==> config.mk <==
export PLATFORM = sky130hd
export DESIGN_NAME = sar_adc_sequencer
export DESIGN_NICKNAME = d
export VERILOG_FILES = /design/src/design/adc_seq_pkg.sv /design/src/design/bit_clock_gen.sv /design/src/design/sar_adc_sequencer.sv
export SDC_FILE = /design/constraint.sdc
export NUM_CORES = 1
export LEC_CHECK = 0
export ABC_CLOCK_PERIOD_IN_PS = 3200
export BUFFER_PORTS_ARGS = -buffer_cell sky130_fd_sc_hd__buf_2
export CAP_MARGIN = 20
export CORE_ASPECT_RATIO = 1.5
export CORE_MARGIN = 4
export CORE_UTILIZATION = 50
export CTS_BUF_LIST = sky130_fd_sc_hd__clkbuf_8
export CTS_CLUSTER_SIZE = 30
export DETAILED_ROUTE_END_ITERATION = 6
export HOLD_SLACK_MARGIN = 0.15
export PLACE_DENSITY = 0.89
export SETUP_SLACK_MARGIN = 0.02
export SYNTH_ARGS = -nofsm -noshare
export SYNTH_HDL_FRONTEND = slang
export SYNTH_SLANG_ARGS = --single-unit
==> constraint.sdc <==
create_clock -name clk -period 3.2 [get_ports clk]
set_input_delay 0.32 -clock clk [delete_from_list [all_inputs] [get_ports clk]]
set_output_delay 0.32 -clock clk [all_outputs]
set_load 0.02 [all_outputs]
==> src/design/adc_seq_pkg.sv <==
// Package of constants and types for the SAR converter sequencer
package adc_seq_pkg;

  // ==========================================================
  // Clock select encodings
  localparam logic [1:0] CLK_DIV2  = 2'h0;
  localparam logic [1:0] CLK_DIV8  = 2'h1;
  localparam logic [1:0] CLK_DIV32 = 2'h2;
  localparam logic [1:0] CLK_RC    = 2'h3;

  // ==========================================================
  // Timing
  localparam int CLK_PERIOD_NS  = 10;
  localparam int RC_PERIOD_NS   = 4000;
  localparam int RC_HALF_CYCLES =
    (RC_PERIOD_NS / 2 + CLK_PERIOD_NS - 1) / CLK_PERIOD_NS;
  localparam int HALF_DIV2      = 1;
  localparam int HALF_DIV8      = 4;
  localparam int HALF_DIV32     = 16;
  // Conversion is 19 half bit periods (9.5 periods)
  localparam int CONV_HALVES    = 19;
  // Three half periods before the first bit decision
  localparam int FIRST_BIT_HALF = 3;
  localparam int HOLDOFF_HALVES = 4;
  localparam int RESULT_WIDTH   = 8;
  localparam int PIN_COUNT      = 8;
  localparam logic [7:0] RESULT_RESET = 8'h00;

  typedef enum logic [1:0] {
    IDLE,
    ACQUIRE,
    CONVERT,
    HOLDOFF
  } seq_state_type;

endpackage

==> src/design/bit_clock_gen.sv <==
// Bit period tick generator: emits a pulse each half bit period
`timescale 1ns/10ps
module bit_clock_gen (
  input  wire logic       clk,
  input  wire logic       sys_rst,
  input  wire logic       run,
  input  wire logic [1:0] conv_clock_select,
  output logic            half_tick
);

  logic [11:0] count;
  logic [11:0] half_len;
  logic        at_end;

  assign half_len =
    (conv_clock_select == adc_seq_pkg::CLK_DIV2)  ?
      12'(adc_seq_pkg::HALF_DIV2) :
    (conv_clock_select == adc_seq_pkg::CLK_DIV8)  ?
      12'(adc_seq_pkg::HALF_DIV8) :
    (conv_clock_select == adc_seq_pkg::CLK_DIV32) ?
      12'(adc_seq_pkg::HALF_DIV32) :
      12'(adc_seq_pkg::RC_HALF_CYCLES);
  assign at_end = (count + 12'h001 >= half_len);

  always_ff @(posedge clk or posedge sys_rst) begin
    if (sys_rst) begin
      count     <= 12'h000;
      half_tick <= 1'b0;
    end else if (!run) begin
      count     <= 12'h000;
      half_tick <= 1'b0;
    end else begin
      count     <= at_end ? 12'h000 : count + 12'h001;
      half_tick <= at_end;
    end
  end

endmodule

==> src/design/sar_adc_sequencer.sv <==
// Sequencer for an 8-bit successive-approximation converter
//
// Overview of operation
// - A conversion lasts nine and a half bit periods from start to done.
// - Bit period is 2, 8 or 32 clocks, or the internal RC source.
// - RC source gives about four microseconds per bit, counted as system clocks of 10 ns.
// - After completion wait two bit periods, hold capacitor disconnected.
// - Clearing go/done during a conversion aborts it at once.
// - An aborted conversion leaves the result register unchanged; an abort in the conv_end cycle still loads it.
// - After abort, wait two bit periods then acquire selected channel; code waits three halves plus the rest of the interrupted one.
// - Port reads return zero for pins configured as analog inputs.
// - An output pin selected for conversion converts its driven level.
// - A digital input pin selected still converts its analog level.
// - Acquisition is the same whatever resolution software uses.
// - Bits after an illegal clock change may be wrong; earlier stay.
// - On completion load result, clear go/done, set done flag.
`timescale 1ns/10ps
module sar_adc_sequencer (
  input  wire logic       clk,
  input  wire logic       sys_rst,
  input  wire logic       converter_on,
  input  wire logic [1:0] conv_clock_select,
  input  wire logic [2:0] channel_select,
  input  wire logic       go_set,
  input  wire logic       go_clear,
  input  wire logic       result_write,
  input  wire logic [7:0] result_write_data,
  input  wire logic       done_flag_clear,
  input  wire logic [7:0] analog_pin_mask,
  input  wire logic [7:0] pin_direction_bits,
  input  wire logic [7:0] pin_output_level,
  input  wire logic [7:0] port_pin_level,
  input  wire logic       comparator_high,
  output logic [7:0]      port_read_data,
  output logic            go_done,
  output logic [7:0]      conv_result,
  output logic            conv_done_flag,
  output logic            hold_connect,
  output logic            dac_digital_drive,
  output logic [7:0]      dac_code,
  output logic [2:0]      sampled_channel,
  output logic            busy
);

  // ==========================================================
  // Comparator input synchroniser (three stages)
  logic       cmp_s1;
  logic       cmp_s2;
  logic       cmp_s3;
  logic       cmp_level;

  always_ff @(posedge clk or posedge sys_rst) begin
    if (sys_rst) begin
      cmp_s1    <= 1'b0;
      cmp_s2    <= 1'b0;
      cmp_s3    <= 1'b0;
      cmp_level <= 1'b0;
    end else begin
      cmp_s1 <= comparator_high;
      cmp_s2 <= cmp_s1;
      cmp_s3 <= cmp_s2;
      if (cmp_s2 == cmp_s3) begin
        cmp_level <= cmp_s3;
      end
    end
  end

  // ==========================================================
  // Bit period timing
  adc_seq_pkg::seq_state_type state;
  adc_seq_pkg::seq_state_type next_state;
  logic [4:0] halves;
  logic       half_tick;
  logic       tick_run;

  assign tick_run = converter_on &&
                    (state == adc_seq_pkg::CONVERT ||
                     state == adc_seq_pkg::HOLDOFF);

  // RC selection counts a fixed period from the system clock
  bit_clock_gen u_bit_clock (
    .clk               (clk),
    .sys_rst           (sys_rst),
    .run               (tick_run),
    .conv_clock_select (conv_clock_select),
    .half_tick         (half_tick)
  );

  // ==========================================================
  // Sequencing decode
  logic       abort_req;
  logic       conv_end;
  logic       holdoff_end;
  logic       bit_decide;
  logic [2:0] bit_index;
  logic [7:0] trial;
  logic       pin_is_output;

  assign abort_req   = (state == adc_seq_pkg::CONVERT) &&
                       (go_clear || !converter_on);
  assign conv_end    = (state == adc_seq_pkg::CONVERT) && half_tick &&
                       (halves == 5'(adc_seq_pkg::CONV_HALVES - 1));
  assign holdoff_end = (state == adc_seq_pkg::HOLDOFF) && half_tick &&
                       (halves == 5'(adc_seq_pkg::HOLDOFF_HALVES - 1));
  // Decide one bit at each odd half from the third, MSB first
  assign bit_decide  = (state == adc_seq_pkg::CONVERT) && half_tick &&
                       !abort_req &&
                       (halves >= 5'(adc_seq_pkg::FIRST_BIT_HALF)) &&
                       halves[0] &&
                       (halves < 5'(adc_seq_pkg::FIRST_BIT_HALF + 16));
  assign bit_index   = 3'(7 - ((halves - 5'(adc_seq_pkg::FIRST_BIT_HALF))
                           >> 1));
  // Only the bit under test, so kept upper bits survive a reject
  assign trial       = 8'h80 >> (3'h7 - bit_index);
  assign pin_is_output = !pin_direction_bits[channel_select];

  always_comb begin
    next_state = state;
    unique case (state)
      adc_seq_pkg::IDLE: begin
        if (converter_on) begin
          next_state = adc_seq_pkg::ACQUIRE;
        end
      end
      adc_seq_pkg::ACQUIRE: begin
        // Acquisition lasts as long as software holds off go
        if (!converter_on) begin
          next_state = adc_seq_pkg::IDLE;
        end else if (go_set) begin
          next_state = adc_seq_pkg::CONVERT;
        end
      end
      adc_seq_pkg::CONVERT: begin
        if (abort_req || conv_end) begin
          next_state = adc_seq_pkg::HOLDOFF;
        end
      end
      adc_seq_pkg::HOLDOFF: begin
        if (!converter_on) begin
          next_state = adc_seq_pkg::IDLE;
        end else if (holdoff_end) begin
          next_state = adc_seq_pkg::ACQUIRE;
        end
      end
    endcase
  end

  // ==========================================================
  // State, half-period count and approximation register
  always_ff @(posedge clk or posedge sys_rst) begin
    if (sys_rst) begin
      state <= adc_seq_pkg::IDLE;
    end else begin
      state <= next_state;
    end
  end

  always_ff @(posedge clk or posedge sys_rst) begin
    if (sys_rst) begin
      halves <= 5'h00;
    end else if (next_state != state) begin
      halves <= 5'h00;
    end else if (half_tick) begin
      halves <= halves + 5'h01;
    end
  end

  always_ff @(posedge clk or posedge sys_rst) begin
    if (sys_rst) begin
      dac_code <= 8'h00;
    end else if (state == adc_seq_pkg::ACQUIRE) begin
      dac_code <= 8'h80;
    end else if (bit_decide) begin
      // Keep the trial bit if input is above, then try the next one
      dac_code <= (cmp_level ? dac_code : dac_code & ~trial) |
                  ((bit_index != 3'h0) ? (trial >> 1) : 8'h00);
    end
  end

  // ==========================================================
  // Result, go/done and done flag
  always_ff @(posedge clk or posedge sys_rst) begin
    if (sys_rst) begin
      conv_result <= adc_seq_pkg::RESULT_RESET;
    end else if (conv_end) begin
      conv_result <= dac_code;
    end else if (result_write) begin
      conv_result <= result_write_data;
    end
  end

  always_ff @(posedge clk or posedge sys_rst) begin
    if (sys_rst) begin
      go_done <= 1'b0;
    end else if (conv_end || abort_req) begin
      go_done <= 1'b0;
    end else if (state == adc_seq_pkg::ACQUIRE && go_set && converter_on) begin
      go_done <= 1'b1;
    end
  end

  // Hardware set wins over a software clear in the same cycle
  always_ff @(posedge clk or posedge sys_rst) begin
    if (sys_rst) begin
      conv_done_flag <= 1'b0;
    end else if (conv_end) begin
      conv_done_flag <= 1'b1;
    end else if (done_flag_clear) begin
      conv_done_flag <= 1'b0;
    end
  end

  // ==========================================================
  // Analog front end controls
  always_ff @(posedge clk or posedge sys_rst) begin
    if (sys_rst) begin
      hold_connect      <= 1'b0;
      dac_digital_drive <= 1'b0;
      sampled_channel   <= 3'h0;
      port_read_data    <= 8'h00;
    end else begin
      hold_connect      <= (next_state == adc_seq_pkg::ACQUIRE);
      dac_digital_drive <= pin_is_output;
      sampled_channel   <= channel_select;
      port_read_data    <= port_pin_level & ~analog_pin_mask;
    end
  end

  assign busy = (state == adc_seq_pkg::CONVERT) ||
                (state == adc_seq_pkg::HOLDOFF);

endmodule

; Word level (Yosys, flattened, before mapping)
; Index checks and enable logic that the tools add are counted.
[totals]
reg_bits = 55
input_bits = 53
output_inout_bits = 32
[classes]
n_lt_le_gt_ge = 4
bitwise = 5
reduce_logical = 26
muxes = 27
add_sub_neg = 5
n_shift = 1
n_eq_ne = 10
[op_table]
columns = operator, count
row1 = 2-to-1 mux 12 bit, 4
row2 = 2-to-1 mux 8 bit, 6
row3 = AND 8 bit, 2
row4 = inverter 8 bit, 2
row5 = "adder 12 x 1 -> 12 bit, second input constant", 1
row6 = >= comparator 12 bit, 1
row7 = logical AND 1 bit, 12
row8 = 2-to-1 mux 2 bit, 6
row9 = 2-to-1 mux 5 bit, 2
row10 = nonzero test 2 bit, 5
row11 = OR 8 x 7 -> 8 bit, 1
row12 = one-hot mux 2 bit (4 select lines), 1
row13 = "right shift 8 x 3 -> 8 bit, first input constant", 1
row14 = 2-to-1 mux 7 bit, 1
row15 = "equality test 2 x 1 -> 1 bit, second input constant", 3
row16 = "equality test 2 bit, second input constant", 3
row17 = 2-to-1 mux 1 bit, 6
row18 = "subtractor 3 bit, first input constant", 2
row19 = "adder 5 x 1 -> 5 bit, second input constant", 1
row20 = "equality test 5 x 2 -> 1 bit, second input constant", 1
row21 = "equality test 5 bit, second input constant", 1
row22 = ">= comparator 5 x 2 -> 1 bit, second input constant", 1
row23 = "< comparator 5 bit, second input constant", 1
row24 = logical NOT 2 bit, 2
row25 = 8 further kinds, 12

; Longest topological paths before layout
[logic_depth]
ltp_word = 10
mapped_depth = 10
ltp_nobuf = 10

; Hierarchy
; A second synthesis with hierarchy kept.
[hier_totals]
cells_unflattened = 261
hier_area_um2 = 2824.0
[by_module_without_submodules]
columns = mod, cells_each, n_inst, area_each_um2
row1 = sar_adc_sequencer, 184, 1, 2045.7
row2 = bit_clock_gen, 77, 1, 778.2

; Worst setup path before layout
; Ideal clock, no wire load.
[synth_path]
path_type = register to register
startpoint = register u_bit_clock.count[0]
endpoint = register u_bit_clock.half_tick
setup_ps = 119
path_stages_with_launch = 10
arrival_time_ps = 2113
required_time_ps = 3081
path_slack_ps = 968
path_cell_list = dfrtp_1 > ha_1 > nand3_2 > nor2_1 > xor2_1 > ha_1 > or3_1 > o211ai_1 > o21ai_2 > o21ba_1
[synth_between]
elab_chain_len = 3
[synth_rtl]
columns = element, line
row1 = "start, declared", bit_clock_gen.sv:11  ; logic [11:0] count;
row2 = "start signal, assigned", bit_clock_gen.sv:33  ; count <= at_end ? 12'h000 : count + 12'h001;
row3 = adder 12 x 1 -> 12 bit, bit_clock_gen.sv:23  ; assign at_end = (count + 12'h001 >= half_len);
row4 = >= comparator 12 bit, bit_clock_gen.sv:23
row5 = 2-to-1 mux 1 bit, bit_clock_gen.sv:29  ; end else if (!run) begin
row6 = "end signal, assigned", bit_clock_gen.sv:34  ; half_tick <= at_end;
row7 = "end, declared", bit_clock_gen.sv:8  ; output logic half_tick
; Every way passes these cells.
; A chain may end at the register's enable or synchronous reset.

; Final worst setup path
; Ends and elaborated chain as after synthesis.

==> results <==
- The sum of routed wire length over all layers is 5350 µm.
- The worst min-delay path class is input pin to flop.
- Synthesis inferred 55 register bits.
- The post-layout net count is slightly below 400.
- The average instance in the mapped netlist occupies around 11 µm².
- The utilization of the core after routing is 64.5%.
- The starting utilization of the core area is between 50% and 60%.
- The number of top-level pins is 85.
- The number of warnings printed during yosys synthesis is 0.
- The total standard cell area after synthesis is between 0.002 and 0.003 mm².
- The H-tree generated during clock tree synthesis spans 2 levels.
- OpenSTA, run right after detailed placement, puts the worst setup slack at ~0.74 ns.
- The critical path startpoint category is a flop.
- The worst setup path is captured at a flop.
- Clock skew on the completed layout was measured at about 0.0070 ns.
- The flow ran to the end, and the final reports show no timing, DRC or antenna violations.
- The worst-case IR drop observed on VDD is 0.000312 V.
- STA puts the critical path data arrival time at about 2.7 ns.
- The dominant cell type by area after synthesis is dfrtp_1.
- The CTS tree is built.
- Across the run, the number of max-cap violations was 0.
- The static power due to leakage is roughly 1.6 nW.
- The number of I/O port buffers is 76.
- The final number of max-transition violations was 0.
- The leading register cell type out of synthesis is dfrtp_1.
- From synthesis to final layout, the design area changed by 24.4%.
- The distinct cell type count after synthesis is between 50 and 60.
- The number of antenna diodes in the final layout is 0.
- The detailed-placement wirelength estimate is 4160 µm.
- Clock tree synthesis found a total of 55 sinks.
- After synthesis, the cell types taking the most area are dfrtp_1 (51%), ha_1 (4.2%), mux2i_1 (3.7%), nor2_1 (3.4%), xor2_1 (2.9%).
- The top cell type's share of synthesized area is 51.4%.
- The synthesized design contains 0 enable-type register cells.
- Derived from the worst setup path, the maximum achievable clock frequency is just over 400 MHz.
- The number of core rows is 32.
- The root buffer cell is clkbuf_8.
- The vertical extent of the die is between 90 and 100 µm.
- The die is slightly below 70 µm wide.
- The first routing iteration left 65 violations.
- The maximum net fanout on the critical path is 8.
- TritonCTS created 5 clock buffers.
- In this run the tightest slew margin relative to its limit is 57.8%.
- After synthesis, the share of flip-flops with an asynchronous set or reset is 100%.
- Total power for the finished layout comes to between 1.5 and 2 mW.
- The area of the die is 0.00662 mm².
- The total overflow reported by the global router is 0.
- The classification of the worst setup path is flop to flop.
- After layout, the worst path uses between 70% and 80% of the clock period.
- At the later pin of the worst-skew pair, clock insertion delay measures just over 0.3 ns.
- Dividing total power by cell area gives a power density of between 400 and 500 mW/mm².
- The worst setup slack after layout is around 0.72 ns.
- The number of global-route vias before repair was between 2000 and 2500.
- Counting tap cells, the placed design contains a total of roughly 370 instances.
- The per-cell via count in the routed design is 5.34.
- The aggregate global-route resource usage is about 18%.
- The detailed-routing iteration count for the pre-antenna-repair pass is 4.
- The detail route stage leaves a number of antenna-violating nets equal to 0.
- The global placement routability congestion is 0.822.
- For this run, the register share of the synthesized area comes to about half.
- Entering global routing, the biggest net connects 33 pins.
- Cells with a size suffix above 1 make up roughly a third of the layout.
- Clock-pin slew was measured on the worst setup and hold paths at roughly 0.090 ns.
- In the final timing run, aggregate negative setup slack is 0 ns.
- The total core area is between 0.005 and 0.006 mm².
- Setup violations remaining at the end of the flow were counted as 0.
- For the worst setup path, the data required time is 3.40 ns.
- In the routed design, unresolved DRC markers number 0.
- No sink is reached through more buffers than the 2 on the longest clock path.
- The routed layout has 2092 vias.
- The count of non-filler cells in the finished layout is between 300 and 400.
- The final number of hold-violating endpoints was 0.
- The setup fix buffers added after clock tree synthesis is 0.
- At the pin with the least slew margin, the transition time is between 0.6 and 0.7 ns.
- Setup repair after global routing left no endpoint under its margin.
- The worst path in the final design needs a cycle of 2.48 ns, including I/O delays and setup.
- The initial antenna violation count came to 0.
- The global-route wire length before repair is just over 9000 µm.
- The post-detailed-route wirelength per cell is approximately 14 µm.
- The number of instances in the synthesized netlist is 235.
==> layout make-up <==
| cell class | count | area (µm²) |
|---|---|---|
| clock buffer | 6 | 82.6 |
| clock inverter | 2 | 12.5 |
| fill | 398 | 1830 |
| inverter | 6 | 22.5 |
| multi-input combinational | 166 | 1230 |
| sequential | 55 | 1380 |
| tap | 68 | 85.1 |
| timing repair buffer | 89 | 520 |
==> per-stage QoR <==
stage | instance area [µm²] | hold WS (ns)
floorplan | 2690 | 0.331
global placement | 3100 | 0.334
finish | 3330 | 0.168
CTS | 3330 | 0.158
global route | 3330 | 0.165
detailed placement | 3120 | 0.340
==> critical path, stage by stage, from the launching register on <==
cell and delay, ns:
dfrtp_1 0.46, ha_1 0.23, nand3_2 0.16, nor2_1 0.17, xor2_1 0.10, ha_1 0.21, or3_1 0.37, o211ai_1 0.22
o21ai_2 0.21, o21ba_1 0.23
==> final timing paths <==
check / startpoint / slack, ns / cells after the start / end
worst max-delay path: u_bit_clock.count[0] / 0.72 / 9 / u_bit_clock.half_tick
min in group asynchronous: sys_rst / 0.59 / 3 / u_bit_clock.count[11]
worst min register to register: cmp_s1 / 0.36 / 0 / cmp_s2
worst min-delay path: channel_select[0] / 0.17 / 1 / sampled_channel[0]
max in group asynchronous: sys_rst / 2.08 / 4 / dac_code[4]
worst max register to register: u_bit_clock.count[0] / 0.72 / 9 / u_bit_clock.half_tick
==> state kept, by name, indices dropped and copies added, names as in the netlist, 2 cells and up <==
| register | cells |
|---|---|
| halves | 5 |
| dac_code | 8 |
| conv_result | 8 |
| u_bit_clock.count | 12 |
| state | 2 |
| sampled_channel | 3 |
| port_read_data | 8 |
==> synth_stat cells (2+ instances only) <==
cell,number
a21oi_1,11
a2bb2oi_1,2
a31oi_1,5
and3_1,2
buf_2,4
clkbuf_1,4
dfrtp_1,55
ha_1,9
inv_1,5
mux2i_1,10
mux4_2,2
nand2_1,10
nand2b_1,4
nand3_1,2
nand4_1,3
nor2_1,24
nor2b_1,10
nor3_2,3
nor3b_1,3
nor3b_2,5
o21ai_1,3
o311ai_1,5
o31a_1,2
o31ai_1,3
o41ai_1,2
or3_1,3
xnor2_1,6
xor2_1,9
==> logic make-up (layout without fill, tap and decap cells) <==
logic type	after synthesis	count (layout)	synth area share, %
flip-flops	55	55	51.4
multiplexers	12	12	5.42
buffers and inverters	17	103	2.99
adder cells (fa/ha/maj)	10	10	4.58
AO/OA/AOI/OAI	46	46	12.5
AND/OR/NAND/NOR	79	79	18.1
other	1	4	0.140
XOR/XNOR	15	15	4.90
==> timing repair <==
item                                    4_1_cts  5_1_grt
hold buffers                                 12        0
hold endpoints to repair                     34        0
endpoints found under the setup margin        0        0
gates resized for setup                       0        0
==> metal layers <==
metal	vias up	share of wire (%)	GRT usage (%)
met2	69	58	34.3
met5	-	0	0
met4	0	1.4	6.09
met1	995	35	17.0
met3	6	6.1	3.47
li1	1022	-	-
==> power breakdown <==
group,switching [mW],internal [mW]
Combinational,0.230,0.164
Clock,0.220,0.175
Sequential,0.0699,0.756
Total,0.520,1.09
==> placed cells by master, fill, tap and decap left out, types with 4 or more instances in the layout <==
cell type,instances
conb_1,4
nand2_1,10
nor2b_1,10
dlygate4sd3_1,12
a31oi_1,5
dfrtp_1,55
ha_1,9
xnor2_1,6
mux2i_1,10
inv_1,5
nor3b_2,5
clkbuf_8,6
nor2_1,24
buf_2,76
o311ai_1,5
xor2_1,9
a21oi_1,11
nand2b_1,4
Power figures use the tool's default switching activity.
